## src/verilog/sorr_pkg.sv

```systemverilog
// Purpose: Shared constants and carriers for the system option routing register bank.
// Assumes: 32-bit APB data, registers in the low byte of aligned words.
// Notes: Register indices are multiplied by four to give the byte address.
package sorr_pkg;

  // ----------------------------------------------------------------
  // Bus geometry
  // ----------------------------------------------------------------
  localparam int SORR_ADDR_W = 12;
  localparam int SORR_IDX_W = 10;
  localparam logic [SORR_IDX_W-1:0] SORR_IDX_OPT1 = 10'h004;
  localparam logic [SORR_IDX_W-1:0] SORR_IDX_OPT2 = 10'h005;
  localparam logic [SORR_IDX_W-1:0] SORR_IDX_OPT3 = 10'h006;
  localparam logic [SORR_IDX_W-1:0] SORR_IDX_DELAY = 10'h007;

  // ----------------------------------------------------------------
  // Field positions
  // ----------------------------------------------------------------
  localparam int SORR_OPT1_FAST_WAKE_BIT = 1;
  localparam int SORR_OPT1_STOP_BIT = 0;
  localparam int SORR_OPT2_TXMOD_BIT = 7;
  localparam int SORR_OPT2_SYNC_BIT = 6;
  localparam int SORR_OPT2_RXFILT_BIT = 5;
  localparam int SORR_OPT2_RXCAP_BIT = 4;
  localparam int SORR_OPT3_DELAY_BUSY_BIT = 7;

  // ----------------------------------------------------------------
  // Reset values
  // ----------------------------------------------------------------
  localparam logic SORR_RST_FAST_WAKE = 1'h0;
  localparam logic SORR_RST_STOP = 1'h0;
  localparam logic [7:0] SORR_RST_OPT2 = 8'h00;
  localparam logic [2:0] SORR_RST_PRESCALE = 3'h0;
  localparam logic [7:0] SORR_RST_DELAY = 8'h00;

  // ----------------------------------------------------------------
  // Converter trigger source encodings
  // ----------------------------------------------------------------
  localparam logic [1:0] SORR_SRC_RTC = 2'h0;
  localparam logic [1:0] SORR_SRC_MTIM = 2'h1;
  localparam logic [1:0] SORR_SRC_T2_INIT = 2'h2;
  localparam logic [1:0] SORR_SRC_T2_MATCH = 2'h3;

  // Second option register layout
  typedef struct packed {
    logic transmit_modulation_select;
    logic pwm_sync_trigger;
    logic receive_filter_select;
    logic receive_capture_select;
    logic [1:0] reserved;
    logic [1:0] converter_trigger_source;
  } sorr_opt2_t;

  // Trigger inputs, one bit per source in encoding order
  typedef struct packed {
    logic t2_match;
    logic t2_init;
    logic mtim_overflow;
    logic rtc_overflow;
  } sorr_trig_t;

endpackage

```

## src/verilog/sorr_regs.sv

```systemverilog
// Purpose: System option register bank steering wake, stop, serial routing and
//          converter triggering, reached over APB.
// Assumes: All trigger, stop and serial transmit inputs are on clk; the receive pin
//          and comparator output are asynchronous.
// Notes: Zero wait states after the setup cycle; registers sit in the low byte.
//
// The APB slave port is this design's own decision.
`timescale 1ns/10ps

module sorr_regs (
  input wire logic clk,
  input wire logic rst,
  input wire logic psel,
  input wire logic penable,
  input wire logic pwrite,
  input wire logic [sorr_pkg::SORR_ADDR_W-1:0] paddr,
  input wire logic [31:0] pwdata,
  output logic [31:0] prdata,
  output logic pready,
  output logic pslverr,
  input wire logic stop_request,
  output logic stop_entry,
  output logic illegal_opcode_reset,
  output logic fast_wakeup_enable,
  input wire logic serial_transmit_line,
  input wire logic pwm_timer_0_ch0,
  output logic serial_transmit_pin,
  input wire logic serial_receive_line,
  input wire logic analog_comparator_out,
  output logic serial_port_0_rx,
  output logic pwm_timer_0_ch1_capture,
  output logic pwm_sync_trigger,
  input wire sorr_pkg::sorr_trig_t trig_in,
  output logic converter_trigger
);

  // ----------------------------------------------------------------
  // Declarations
  // ----------------------------------------------------------------
  logic fast_wake_q, fast_wake_d;
  logic stop_q, stop_d;
  logic opt1_lock_q, opt1_lock_d;
  sorr_pkg::sorr_opt2_t opt2_q, opt2_d;
  logic [2:0] prescale_q, prescale_d;
  logic [7:0] delay_mod_q, delay_mod_d;
  logic sync_q, sync_d;

  logic pready_q, pready_d;
  logic pslverr_q, pslverr_d;
  logic [31:0] prdata_q, prdata_d;
  logic setup;
  logic wr_en;
  logic hit;
  logic [7:0] rd_byte;
  logic [sorr_pkg::SORR_IDX_W-1:0] idx;

  logic stop_entry_q, stop_entry_d;
  logic illegal_q, illegal_d;

  logic rx_sync;
  logic cmp_sync;
  logic txd_q, txd_d;
  logic sci_rx_q, sci_rx_d;
  logic cap_q, cap_d;

  sorr_pkg::sorr_trig_t trig_prev_q;
  logic [3:0] rising;
  logic sel_rise;
  logic delay_start;
  logic delay_active;
  logic delay_done;
  logic conv_q, conv_d;

  // ----------------------------------------------------------------
  // APB slave
  // ----------------------------------------------------------------
  // Read data and the error flag are formed in the setup cycle, so the
  // access phase completes on its first edge. A status bit that changes
  // during that one cycle is reported as it stood at setup.
  assign idx = paddr[sorr_pkg::SORR_ADDR_W-1:2];
  assign setup = psel && !penable;
  assign wr_en = psel && penable && pready_q && pwrite && !pslverr_q;

  always_comb begin
    hit = (paddr[1:0] == 2'h0);
    rd_byte = 8'h00;
    case (idx)
      sorr_pkg::SORR_IDX_OPT1: begin
        rd_byte[sorr_pkg::SORR_OPT1_FAST_WAKE_BIT] = fast_wake_q;
        rd_byte[sorr_pkg::SORR_OPT1_STOP_BIT] = stop_q;
      end
      sorr_pkg::SORR_IDX_OPT2: begin
        rd_byte = opt2_q;
        rd_byte[sorr_pkg::SORR_OPT2_SYNC_BIT] = 1'h0;
        rd_byte[3:2] = 2'h0;
      end
      sorr_pkg::SORR_IDX_OPT3: begin
        rd_byte[sorr_pkg::SORR_OPT3_DELAY_BUSY_BIT] = delay_active;
        rd_byte[2:0] = prescale_q;
      end
      sorr_pkg::SORR_IDX_DELAY: begin
        rd_byte = delay_mod_q;
      end
      default: begin
        hit = 1'h0;
      end
    endcase
  end

  always_comb begin
    pready_d = setup;
    pslverr_d = pslverr_q;
    prdata_d = prdata_q;
    if (setup) begin
      pslverr_d = !hit;
      prdata_d = {24'h000000, rd_byte};
    end else if (!psel) begin
      pslverr_d = 1'h0;
      prdata_d = 32'h00000000;
    end
  end

  always_ff @(posedge clk) begin
    if (rst) begin
      pready_q <= 1'h0;
      pslverr_q <= 1'h0;
      prdata_q <= 32'h00000000;
    end else begin
      pready_q <= pready_d;
      pslverr_q <= pslverr_d;
      prdata_q <= prdata_d;
    end
  end

  // ----------------------------------------------------------------
  // Option registers
  // ----------------------------------------------------------------
  // The whole first register locks on its first write, so software must
  // set both write-once bits in the same access.
  always_comb begin
    fast_wake_d = fast_wake_q;
    stop_d = stop_q;
    opt1_lock_d = opt1_lock_q;
    opt2_d = opt2_q;
    prescale_d = prescale_q;
    delay_mod_d = delay_mod_q;
    sync_d = 1'h0;
    if (wr_en) begin
      case (idx)
        sorr_pkg::SORR_IDX_OPT1: begin
          if (!opt1_lock_q) begin
            fast_wake_d = pwdata[sorr_pkg::SORR_OPT1_FAST_WAKE_BIT];
            stop_d = pwdata[sorr_pkg::SORR_OPT1_STOP_BIT];
            opt1_lock_d = 1'h1;
          end
        end
        sorr_pkg::SORR_IDX_OPT2: begin
          opt2_d = pwdata[7:0];
          opt2_d.pwm_sync_trigger = 1'h0;
          opt2_d.reserved = 2'h0;
          sync_d = pwdata[sorr_pkg::SORR_OPT2_SYNC_BIT];
        end
        sorr_pkg::SORR_IDX_OPT3: begin
          prescale_d = pwdata[2:0];
        end
        sorr_pkg::SORR_IDX_DELAY: begin
          delay_mod_d = pwdata[7:0];
        end
        default: begin
          opt1_lock_d = opt1_lock_q;
        end
      endcase
    end
  end

  always_ff @(posedge clk) begin
    if (rst) begin
      fast_wake_q <= sorr_pkg::SORR_RST_FAST_WAKE;
      stop_q <= sorr_pkg::SORR_RST_STOP;
      opt1_lock_q <= 1'h0;
      opt2_q <= sorr_pkg::SORR_RST_OPT2;
      prescale_q <= sorr_pkg::SORR_RST_PRESCALE;
      delay_mod_q <= sorr_pkg::SORR_RST_DELAY;
      sync_q <= 1'h0;
    end else begin
      fast_wake_q <= fast_wake_d;
      stop_q <= stop_d;
      opt1_lock_q <= opt1_lock_d;
      opt2_q <= opt2_d;
      prescale_q <= prescale_d;
      delay_mod_q <= delay_mod_d;
      sync_q <= sync_d;
    end
  end

  // ----------------------------------------------------------------
  // Stop and wake control
  // ----------------------------------------------------------------
  // The core uses fast_wakeup_enable to skip vector fetch and resume at
  // the next instruction; interrupt timing after stop is software's duty.
  always_comb begin
    stop_entry_d = stop_request && stop_q;
    illegal_d = stop_request && !stop_q;
  end

  always_ff @(posedge clk) begin
    if (rst) begin
      stop_entry_q <= 1'h0;
      illegal_q <= 1'h0;
    end else begin
      stop_entry_q <= stop_entry_d;
      illegal_q <= illegal_d;
    end
  end

  // ----------------------------------------------------------------
  // Serial routing
  // ----------------------------------------------------------------
  sorr_sync u_rx_sync (
    .clk(clk),
    .rst(rst),
    .async_in(serial_receive_line),
    .sync_out(rx_sync)
  );

  sorr_sync u_cmp_sync (
    .clk(clk),
    .rst(rst),
    .async_in(analog_comparator_out),
    .sync_out(cmp_sync)
  );

  // Capture line idles high when not routed, matching an idle serial line
  always_comb begin
    txd_d = serial_transmit_line;
    if (opt2_q.transmit_modulation_select) begin
      txd_d = serial_transmit_line & pwm_timer_0_ch0;
    end
    sci_rx_d = opt2_q.receive_filter_select ? cmp_sync : rx_sync;
    cap_d = opt2_q.receive_capture_select ? sci_rx_d : 1'h1;
  end

  always_ff @(posedge clk) begin
    if (rst) begin
      txd_q <= 1'h1;
      sci_rx_q <= 1'h1;
      cap_q <= 1'h1;
    end else begin
      txd_q <= txd_d;
      sci_rx_q <= sci_rx_d;
      cap_q <= cap_d;
    end
  end

  // ----------------------------------------------------------------
  // Converter trigger
  // ----------------------------------------------------------------
  // Edges are kept per source so that changing the selection never
  // manufactures an edge from a source that was already high.
  always_comb begin
    rising = trig_in & ~trig_prev_q;
    sel_rise = rising[opt2_q.converter_trigger_source];
    delay_start = 1'h0;
    conv_d = 1'h0;
    case (opt2_q.converter_trigger_source)
      sorr_pkg::SORR_SRC_RTC: begin
        conv_d = sel_rise;
      end
      sorr_pkg::SORR_SRC_MTIM: begin
        conv_d = sel_rise;
      end
      sorr_pkg::SORR_SRC_T2_INIT: begin
        delay_start = sel_rise;
      end
      sorr_pkg::SORR_SRC_T2_MATCH: begin
        delay_start = sel_rise;
      end
      default: begin
        conv_d = 1'h0;
      end
    endcase
    if (delay_done) begin
      conv_d = 1'h1;
    end
  end

  sorr_trig_delay u_delay (
    .clk(clk),
    .rst(rst),
    .start(delay_start),
    .modulo(delay_mod_q),
    .prescale(prescale_q),
    .active(delay_active),
    .done(delay_done)
  );

  always_ff @(posedge clk) begin
    if (rst) begin
      trig_prev_q <= 4'h0;
      conv_q <= 1'h0;
    end else begin
      trig_prev_q <= trig_in;
      conv_q <= conv_d;
    end
  end

  // ----------------------------------------------------------------
  // Outputs
  // ----------------------------------------------------------------
  assign prdata = prdata_q;
  assign pready = pready_q;
  assign pslverr = pslverr_q;
  assign stop_entry = stop_entry_q;
  assign illegal_opcode_reset = illegal_q;
  assign fast_wakeup_enable = fast_wake_q;
  assign serial_transmit_pin = txd_q;
  assign serial_port_0_rx = sci_rx_q;
  assign pwm_timer_0_ch1_capture = cap_q;
  assign pwm_sync_trigger = sync_q;
  assign converter_trigger = conv_q;

endmodule

```

## src/verilog/sorr_sync.sv

```systemverilog
// Purpose: Three-stage input synchroniser with agreement filter.
// Assumes: Input is asynchronous to clk.
// Notes: Output follows only when the second and third stages agree.
`timescale 1ns/10ps
module sorr_sync (
  input wire logic clk,
  input wire logic rst,
  input wire logic async_in,
  output logic sync_out
);

  logic s1_q, s2_q, s3_q, out_q;
  logic out_d;

  always_comb begin
    out_d = out_q;
    if (s2_q == s3_q) begin
      out_d = s3_q;
    end
  end

  always_ff @(posedge clk) begin
    if (rst) begin
      s1_q <= 1'h1;
      s2_q <= 1'h1;
      s3_q <= 1'h1;
      out_q <= 1'h1;
    end else begin
      s1_q <= async_in;
      s2_q <= s1_q;
      s3_q <= s2_q;
      out_q <= out_d;
    end
  end

  assign sync_out = out_q;

endmodule

```

## src/verilog/sorr_trig_delay.sv

```systemverilog
// Purpose: One-shot trigger delay counter with power-of-two prescaler.
// Assumes: start is a one-cycle pulse on clk.
// Notes: A start while the delay runs is ignored.
`timescale 1ns/10ps
module sorr_trig_delay (
  input wire logic clk,
  input wire logic rst,
  input wire logic start,
  input wire logic [7:0] modulo,
  input wire logic [2:0] prescale,
  output logic active,
  output logic done
);

  logic [6:0] pre_q, pre_d;
  logic [7:0] cnt_q, cnt_d;
  logic act_q, act_d;
  logic done_q, done_d;
  logic [6:0] mask;
  logic tick;

  always_comb begin
    mask = 7'((8'h01 << prescale) - 8'h01);
    tick = ((pre_q & mask) == mask);
    pre_d = pre_q + 7'h01;
    cnt_d = cnt_q;
    act_d = act_q;
    done_d = 1'h0;
    if (act_q) begin
      if (cnt_q == modulo) begin
        act_d = 1'h0;
        done_d = 1'h1;
      end else if (tick) begin
        cnt_d = cnt_q + 8'h01;
      end
    end else if (start) begin
      act_d = 1'h1;
      cnt_d = 8'h00;
      pre_d = 7'h00;
    end
  end

  always_ff @(posedge clk) begin
    if (rst) begin
      pre_q <= 7'h00;
      cnt_q <= 8'h00;
      act_q <= 1'h0;
      done_q <= 1'h0;
    end else begin
      pre_q <= pre_d;
      cnt_q <= cnt_d;
      act_q <= act_d;
      done_q <= done_d;
    end
  end

  assign active = act_q;
  assign done = done_q;

endmodule
```

## config.mk

```make
export PLATFORM = sky130hd
export DESIGN_NAME = sorr_regs
export DESIGN_NICKNAME = d
export VERILOG_FILES = /design/src/verilog/sorr_pkg.sv /design/src/verilog/sorr_regs.sv /design/src/verilog/sorr_sync.sv /design/src/verilog/sorr_trig_delay.sv
export SDC_FILE = /design/constraint.sdc
export NUM_CORES = 1
export LEC_CHECK = 0
export BUFFER_PORTS_ARGS = -buffer_cell sky130_fd_sc_hd__buf_2
export CORE_MARGIN = 4
export CORE_UTILIZATION = 45
export DETAILED_ROUTE_END_ITERATION = 10
export PLACE_DENSITY = 0.73
export REMOVE_ABC_BUFFERS = 1
export SLEW_MARGIN = 20
export SYNTH_ARGS = -nofsm -noshare
export SYNTH_HDL_FRONTEND = slang
export SYNTH_SLANG_ARGS = --single-unit
```

## constraint.sdc

```tcl
create_clock -name clk -period 3 [get_ports clk]
set_input_delay 0.3 -clock clk [delete_from_list [all_inputs] [get_ports clk]]
set_output_delay 0.3 -clock clk [all_outputs]
set_load 0.01 [all_outputs]
```

# After elaboration in Yosys (flattened, before gate mapping)

Index checks and enable logic that the tools add are counted.

Register bits after elaboration: 65
Input port bits: 58
Output and inout port bits: 42
Logic and storage cells: 115

Add/sub/neg operators: 3
Order comparisons: 1
Equal/unequal tests: 14
Shift operators: 1
Muxes and demuxes: 26
Bitwise gates (word level): 9
Reduce and logical (&&, ||, !) cells: 26

Operator list:

| kind                                             | count |
|---|---|
| 2-to-1 mux 8 bit                                 | 6 |
| == test 10 x 3 -> 1 bit, second input constant   | 4 |
| 2-to-1 mux 7 bit                                 | 2 |
| 2-to-1 mux 1 bit                                 | 13 |
| adder 8 x 1 -> 8 bit, second input constant      | 1 |
| == test 8 bit                                    | 1 |
| one-hot mux 2 bit (4 select lines)               | 1 |
| one-hot mux 4 bit (2 select lines)               | 1 |
| AND reduction 2 bit                              | 4 |
| OR reduction 2 bit                               | 4 |
| adder 7 x 1 -> 7 bit, second input constant      | 1 |
| AND 7 bit                                        | 1 |
| == test 7 bit                                    | 1 |
| logical AND 1 bit                                | 7 |
| left shift 1 x 3 -> 7 bit, first input constant  | 1 |
| subtractor 7 x 1 -> 7 bit, second input constant | 1 |
| AND reduction 3 bit                              | 2 |
| inverter 1 bit                                   | 5 |
| AND 4 bit                                        | 1 |
| == test 2 bit, second input constant             | 2 |
| zero test 1 bit                                  | 4 |
| zero test 2 bit                                  | 2 |
| != test 2 bit, second input constant             | 2 |
| inverter 4 bit                                   | 1 |
| 11 further kinds                                 | 12 |

# Longest topological paths before layout

Word-level depth: 7
Gate-level depth with buffers: 11
Gate-level depth less buffers: 9

# Modules after synthesis

A second synthesis with hierarchy kept.

Cell total of the unflattened synthesis: 316
Area total of the unflattened synthesis: 3042.9 µm²

By module, submodules not included:

| module          | times used | cells each | area an instance (µm²) | sequential area each (µm²) |
|---|---|---|---|---|
| sorr_regs       | 1          | 183        | 1789.2                 | 800.8 |
| sorr_trig_delay | 1          | 113        | 1023.5                 | 340.3 |
| sorr_sync       | 2          | 10         | 115.1                  | 80.1 |

# Least setup slack after synthesis

OpenSTA, ideal clock, no wires.

Kind: reg-to-reg
Start point: register prescale_q[2]
End point: register u_delay.cnt_q[7]
Setup time: 126 ps
Data arrival time: 2381 ps
Required time: 2874 ps
Path slack: 493 ps
Cell stages (with the launch flop): 11
Clock period less this slack: 2507 ps
Cell sequence: dfxtp_1 buf_6 or3_4 ha_1 or4b_1 a31oi_1 a2111oi_4 o22ai_2 buf_6 nor4_2 mux2i_1

Longest elaborated chain between the ends: 6

RTL lines:

| what                            | line                  | source |
|---|---|---|
| start: declaration              | sorr_regs.sv:44       | `logic [2:0] prescale_q, prescale_d;` |
| start signal: assignment        | sorr_regs.sv:182      | `prescale_q <= sorr_pkg::SORR_RST_PRESCALE;` |
| start signal: assignment        | sorr_regs.sv:190      | `prescale_q <= prescale_d;` |
| left shift 1 x 3 -> 7 bit *     | sorr_trig_delay.sv:23 | `mask = 7'((8'h01 << prescale) - 8'h01);` |
| subtractor 7 x 1 -> 7 bit *     | sorr_trig_delay.sv:23 |  |
| AND 7 bit                       | sorr_trig_delay.sv:24 | `tick = ((pre_q & mask) == mask);` |
| == test 7 bit *                 | sorr_trig_delay.sv:24 |  |
| != test 2 bit (no line) *       | -                     |  |
| AND reduction 3 bit (no line) * | -                     |  |
| end signal: assignment          | sorr_trig_delay.sv:51 | `cnt_q <= cnt_d;` |
| end: declaration                | sorr_trig_delay.sv:16 | `logic [7:0] cnt_q, cnt_d;` |

Every way passes the cells marked *; elsewhere a longest branch is shown, timed or not.
A chain may end at the register's enable or synchronous reset.

# Worst setup path in the final report

Start point: register prescale_q[2]
End point: register u_delay.cnt_q[2]

Same word-level chain as after synthesis.

==> results summary <==
The flow ran to the end, and the final reports show no timing, DRC or antenna violations. The initial cell density of the core came out at 46.48%. The final period utilization is 90.22%. The post-layout net count is 422.

The minimum clock period came out at 2.706 ns. The number of post-CTS setup repair buffers is 0. The number of hold buffers added after CTS came out at 0. The detailed-placement wirelength estimate came out at 4.283 mm. After detailed routing, the met2 layer carries 2.886 mm of wire. The root buffer cell is clkbuf_8. The proportion of register bits with asynchronous set or reset after synthesis came out at 0%. The number of detailed-routing iterations run before antenna repair is 4. The final global-route overflow total is 0. The max-cap violation count is 0. The critical path startpoint category is a register.

Yosys attributes the largest share of cell area to dfxtp_1 (44%), mux2i_1 (7.5%), buf_4 (6.1%). The placement-stage worst setup slack is 0.3143 ns. The required time at the endpoint of the critical path is 3.22 ns. The detail route stage leaves a number of antenna-violating nets equal to 0. STA classifies the critical path endpoint as a register.

The number of vias per cell after detailed routing came out at 5.129. The via total after detailed routing came out at 2267. For the pin with the worst max-slew slack, the measured transition is 0.7706 ns. The total leakage power is 1.512 nW.

The worst hold slack after final layout is 0.1414 ns. The count of pins on the block boundary came out at 100. The layout overhead on the synthesized area came out at 15.18%. The area share of the leading cell type in the synthesized netlist came out at 44.09%. The summed instance area of the synthesized netlist came out at 2952 um2. The final hold violation count is 0.

For this run, design rule violations remaining after detail routing come to 0. The total number of yosys warnings came out at 0. The remaining max-slew budget at the tightest pin came out at 48.63%.

The insertion delay to the later sink of the worst-skew pair came out at 0.34 ns. The TritonCTS clock tree is built. The final antenna diode count is 0. Setup repair after global routing left no endpoint under its margin. The routability congestion estimate from global placement is 0.7964.

The combined global-route utilization of all metal layers is 15.74%. The total clock buffers created by CTS is 9. The highest layer touched by signal routing is met4. Setup violations remaining at the end of the flow were counted as 0.

The violation count after the first detailed-routing iteration is 111. Yosys instantiated no cell more often than dfxtp_1. After synthesis the netlist holds a flip-flop and latch count of 65.

Of the synthesized area, sequential elements account for 44.09%. The sum of negative setup slack is 0 ns. The detailed router put a total of 2.421 mm of wire on met1. The maximum fanout along the worst path is 13.

The floorplan has 29 rows. The via count of the first global-routing pass came out at 2148. The commonest register cell after synthesis is dfxtp_1. After layout, the worst setup slack is 0.2935 ns. Entering global routing, the biggest net connects 48 pins. The per-cell routed wire length is 13.26 um.

The H-tree depth reported by CTS is 3. The die footprint is 7919 um2. The cell type contributing the most total cell area after synthesis is dfxtp_1. The final total power came out at 1.816 mW. The worst supply voltage drop on vdd is 0.3193 mV.

The synthesized netlist cell count came out at 309. In the synthesized netlist, the cells that appear most often are dfxtp_1 (65), nor2_1 (40), buf_4 (24). Power spread over the standard cell area amounts to 534.3 nW/um2. Input and output buffers added on the ports amount to 51. The detailed route wirelength on metal3 came out at 479 um.

In this run, post-CTS repair resized a total of 0 instances. The wire length of the first global-routing pass is 9.528 mm. After detailed routing, the total wire length is 5.863 mm. The number of flops mapped to enable cells by yosys is 0. The core area came out at 6350 um2. The maximum frequency from static timing analysis came out at 369.5 MHz. Counting along the longest clock path gives a buffer depth of 2. Across the routed clock network, the largest skew measured is 0.01062 ns. The initial antenna violation count is 0. The total number of clock tree sinks came out at 65. The width of the die is 88.99 um. The max-slew violation total from the final report came out at 0. The worst setup path is of the register to register kind. The clock-pin slew reported for the worst setup and hold paths after clock tree synthesis is 0.07 ns. The mean post-synth cell area is 9.552 um2. At the worst endpoint, the arrival time is 2.93 ns.

The share of layout cells above drive strength 1 is 23.29%. The tightest min-delay check is of the input pin to register type. The die height came out at 88.99 um. Yosys mapped the design onto 59 distinct sky130hd cell types.
[power breakdown]
part           switching (mW)  internal [mW]  leakage (nW)
combinational          0.0525         0.0330         0.868
sequential            0.00654          0.876         0.528
clock                   0.316          0.532         0.116
[worst paths after layout]
kind / slack [ns] / start / end / cells past startpoint
worst max-delay path: 0.29 / prescale_q[2] / u_delay.cnt_q[2] / 8
worst min-delay path: 0.14 / serial_receive_line / u_rx_sync.s1_q / 2
worst max register to register: 0.29 / prescale_q[2] / u_delay.cnt_q[2] / 8
worst min register to register: 0.41 / u_rx_sync.s1_q / u_rx_sync.s2_q / 1
[kinds of logic (layout without fill, tap and decap cells)]
family | after synthesis | count (layout) | synth area share (%)
compound gates | 40 | 40 | 10.43
flops | 65 | 65 | 44.09
other cells | 1 | 24 | 0.1271
simple gates | 115 | 115 | 21.20
buf+inv | 46 | 79 | 9.453
xor+xnor | 15 | 15 | 4.451
fa+ha+maj | 3 | 3 | 1.272
mux | 24 | 24 | 8.987
[registers in the layout, summed over array words and instances (netlist names), 3 cells and up]
| name | cells |
|---|---|
| trig_prev_q | 4 |
| prdata | 8 |
| prescale_q | 3 |
| delay_mod_q | 8 |
| opt2_q | 5 |
| u_delay.cnt_q | 8 |
| u_delay.pre_q | 7 |
[cell usage in the layout, fill, tap and decap left out, drive strengths merged, types with 2 or more instances in the layout]
master,n
dfxtp,65
buf,54
nor2,40
conb,24
mux2i,22
nand2,19
clkbuf,13
xor2,11
inv,10
a21oi,9
or2,9
o21ai,8
nand3,6
or3,6
a22o,5
nor4,5
nor3,5
nor2b,5
xnor2,4
and4b,3
ha,3
nor3b,3
o211ai,2
nor4b,2
and3,2
o21bai,2
or4,2
nand4,2
mux4,2
bufinv,2
[critical path, stage by stage (launching register included)]
cell and delay (ns):
dfxtp_1 0.32, or3_4 0.39, ha_1 0.28, or4b_1 0.47, a31oi_1 0.36, a2111oi_4 0.07
o22ai_2 0.45, or3_1 0.18, a21oi_1 0.06
[layout make-up]
cell class                      count  area [um2]
Tap cell                           77       96.34
Clock inverter                      2       60.06
Multi-Input combinational cell    221        1458
Fill cell                         584        2950
Clock buffer                       13       168.9
Timing Repair Buffer               54       277.8
Inverter                           10       37.54
Sequential cell                    65        1301
[through the flow]
stage	cell area, um2	util, %	cells
floorplan	2796	-	296
global placement	3171	49.93	427
detailed placement	3171	49.93	427
CTS	3400	53.54	442
global route	3400	53.54	442
finish	3400	53.54	442
[metal layers]
layer	vias to the layer above	track usage [%]
met5	-	0
met4	0	6.766
met3	6	5.253
met2	71	27.13
met1	1060	17.75
li1	1130	-
Power figures use the tool's default switching activity.
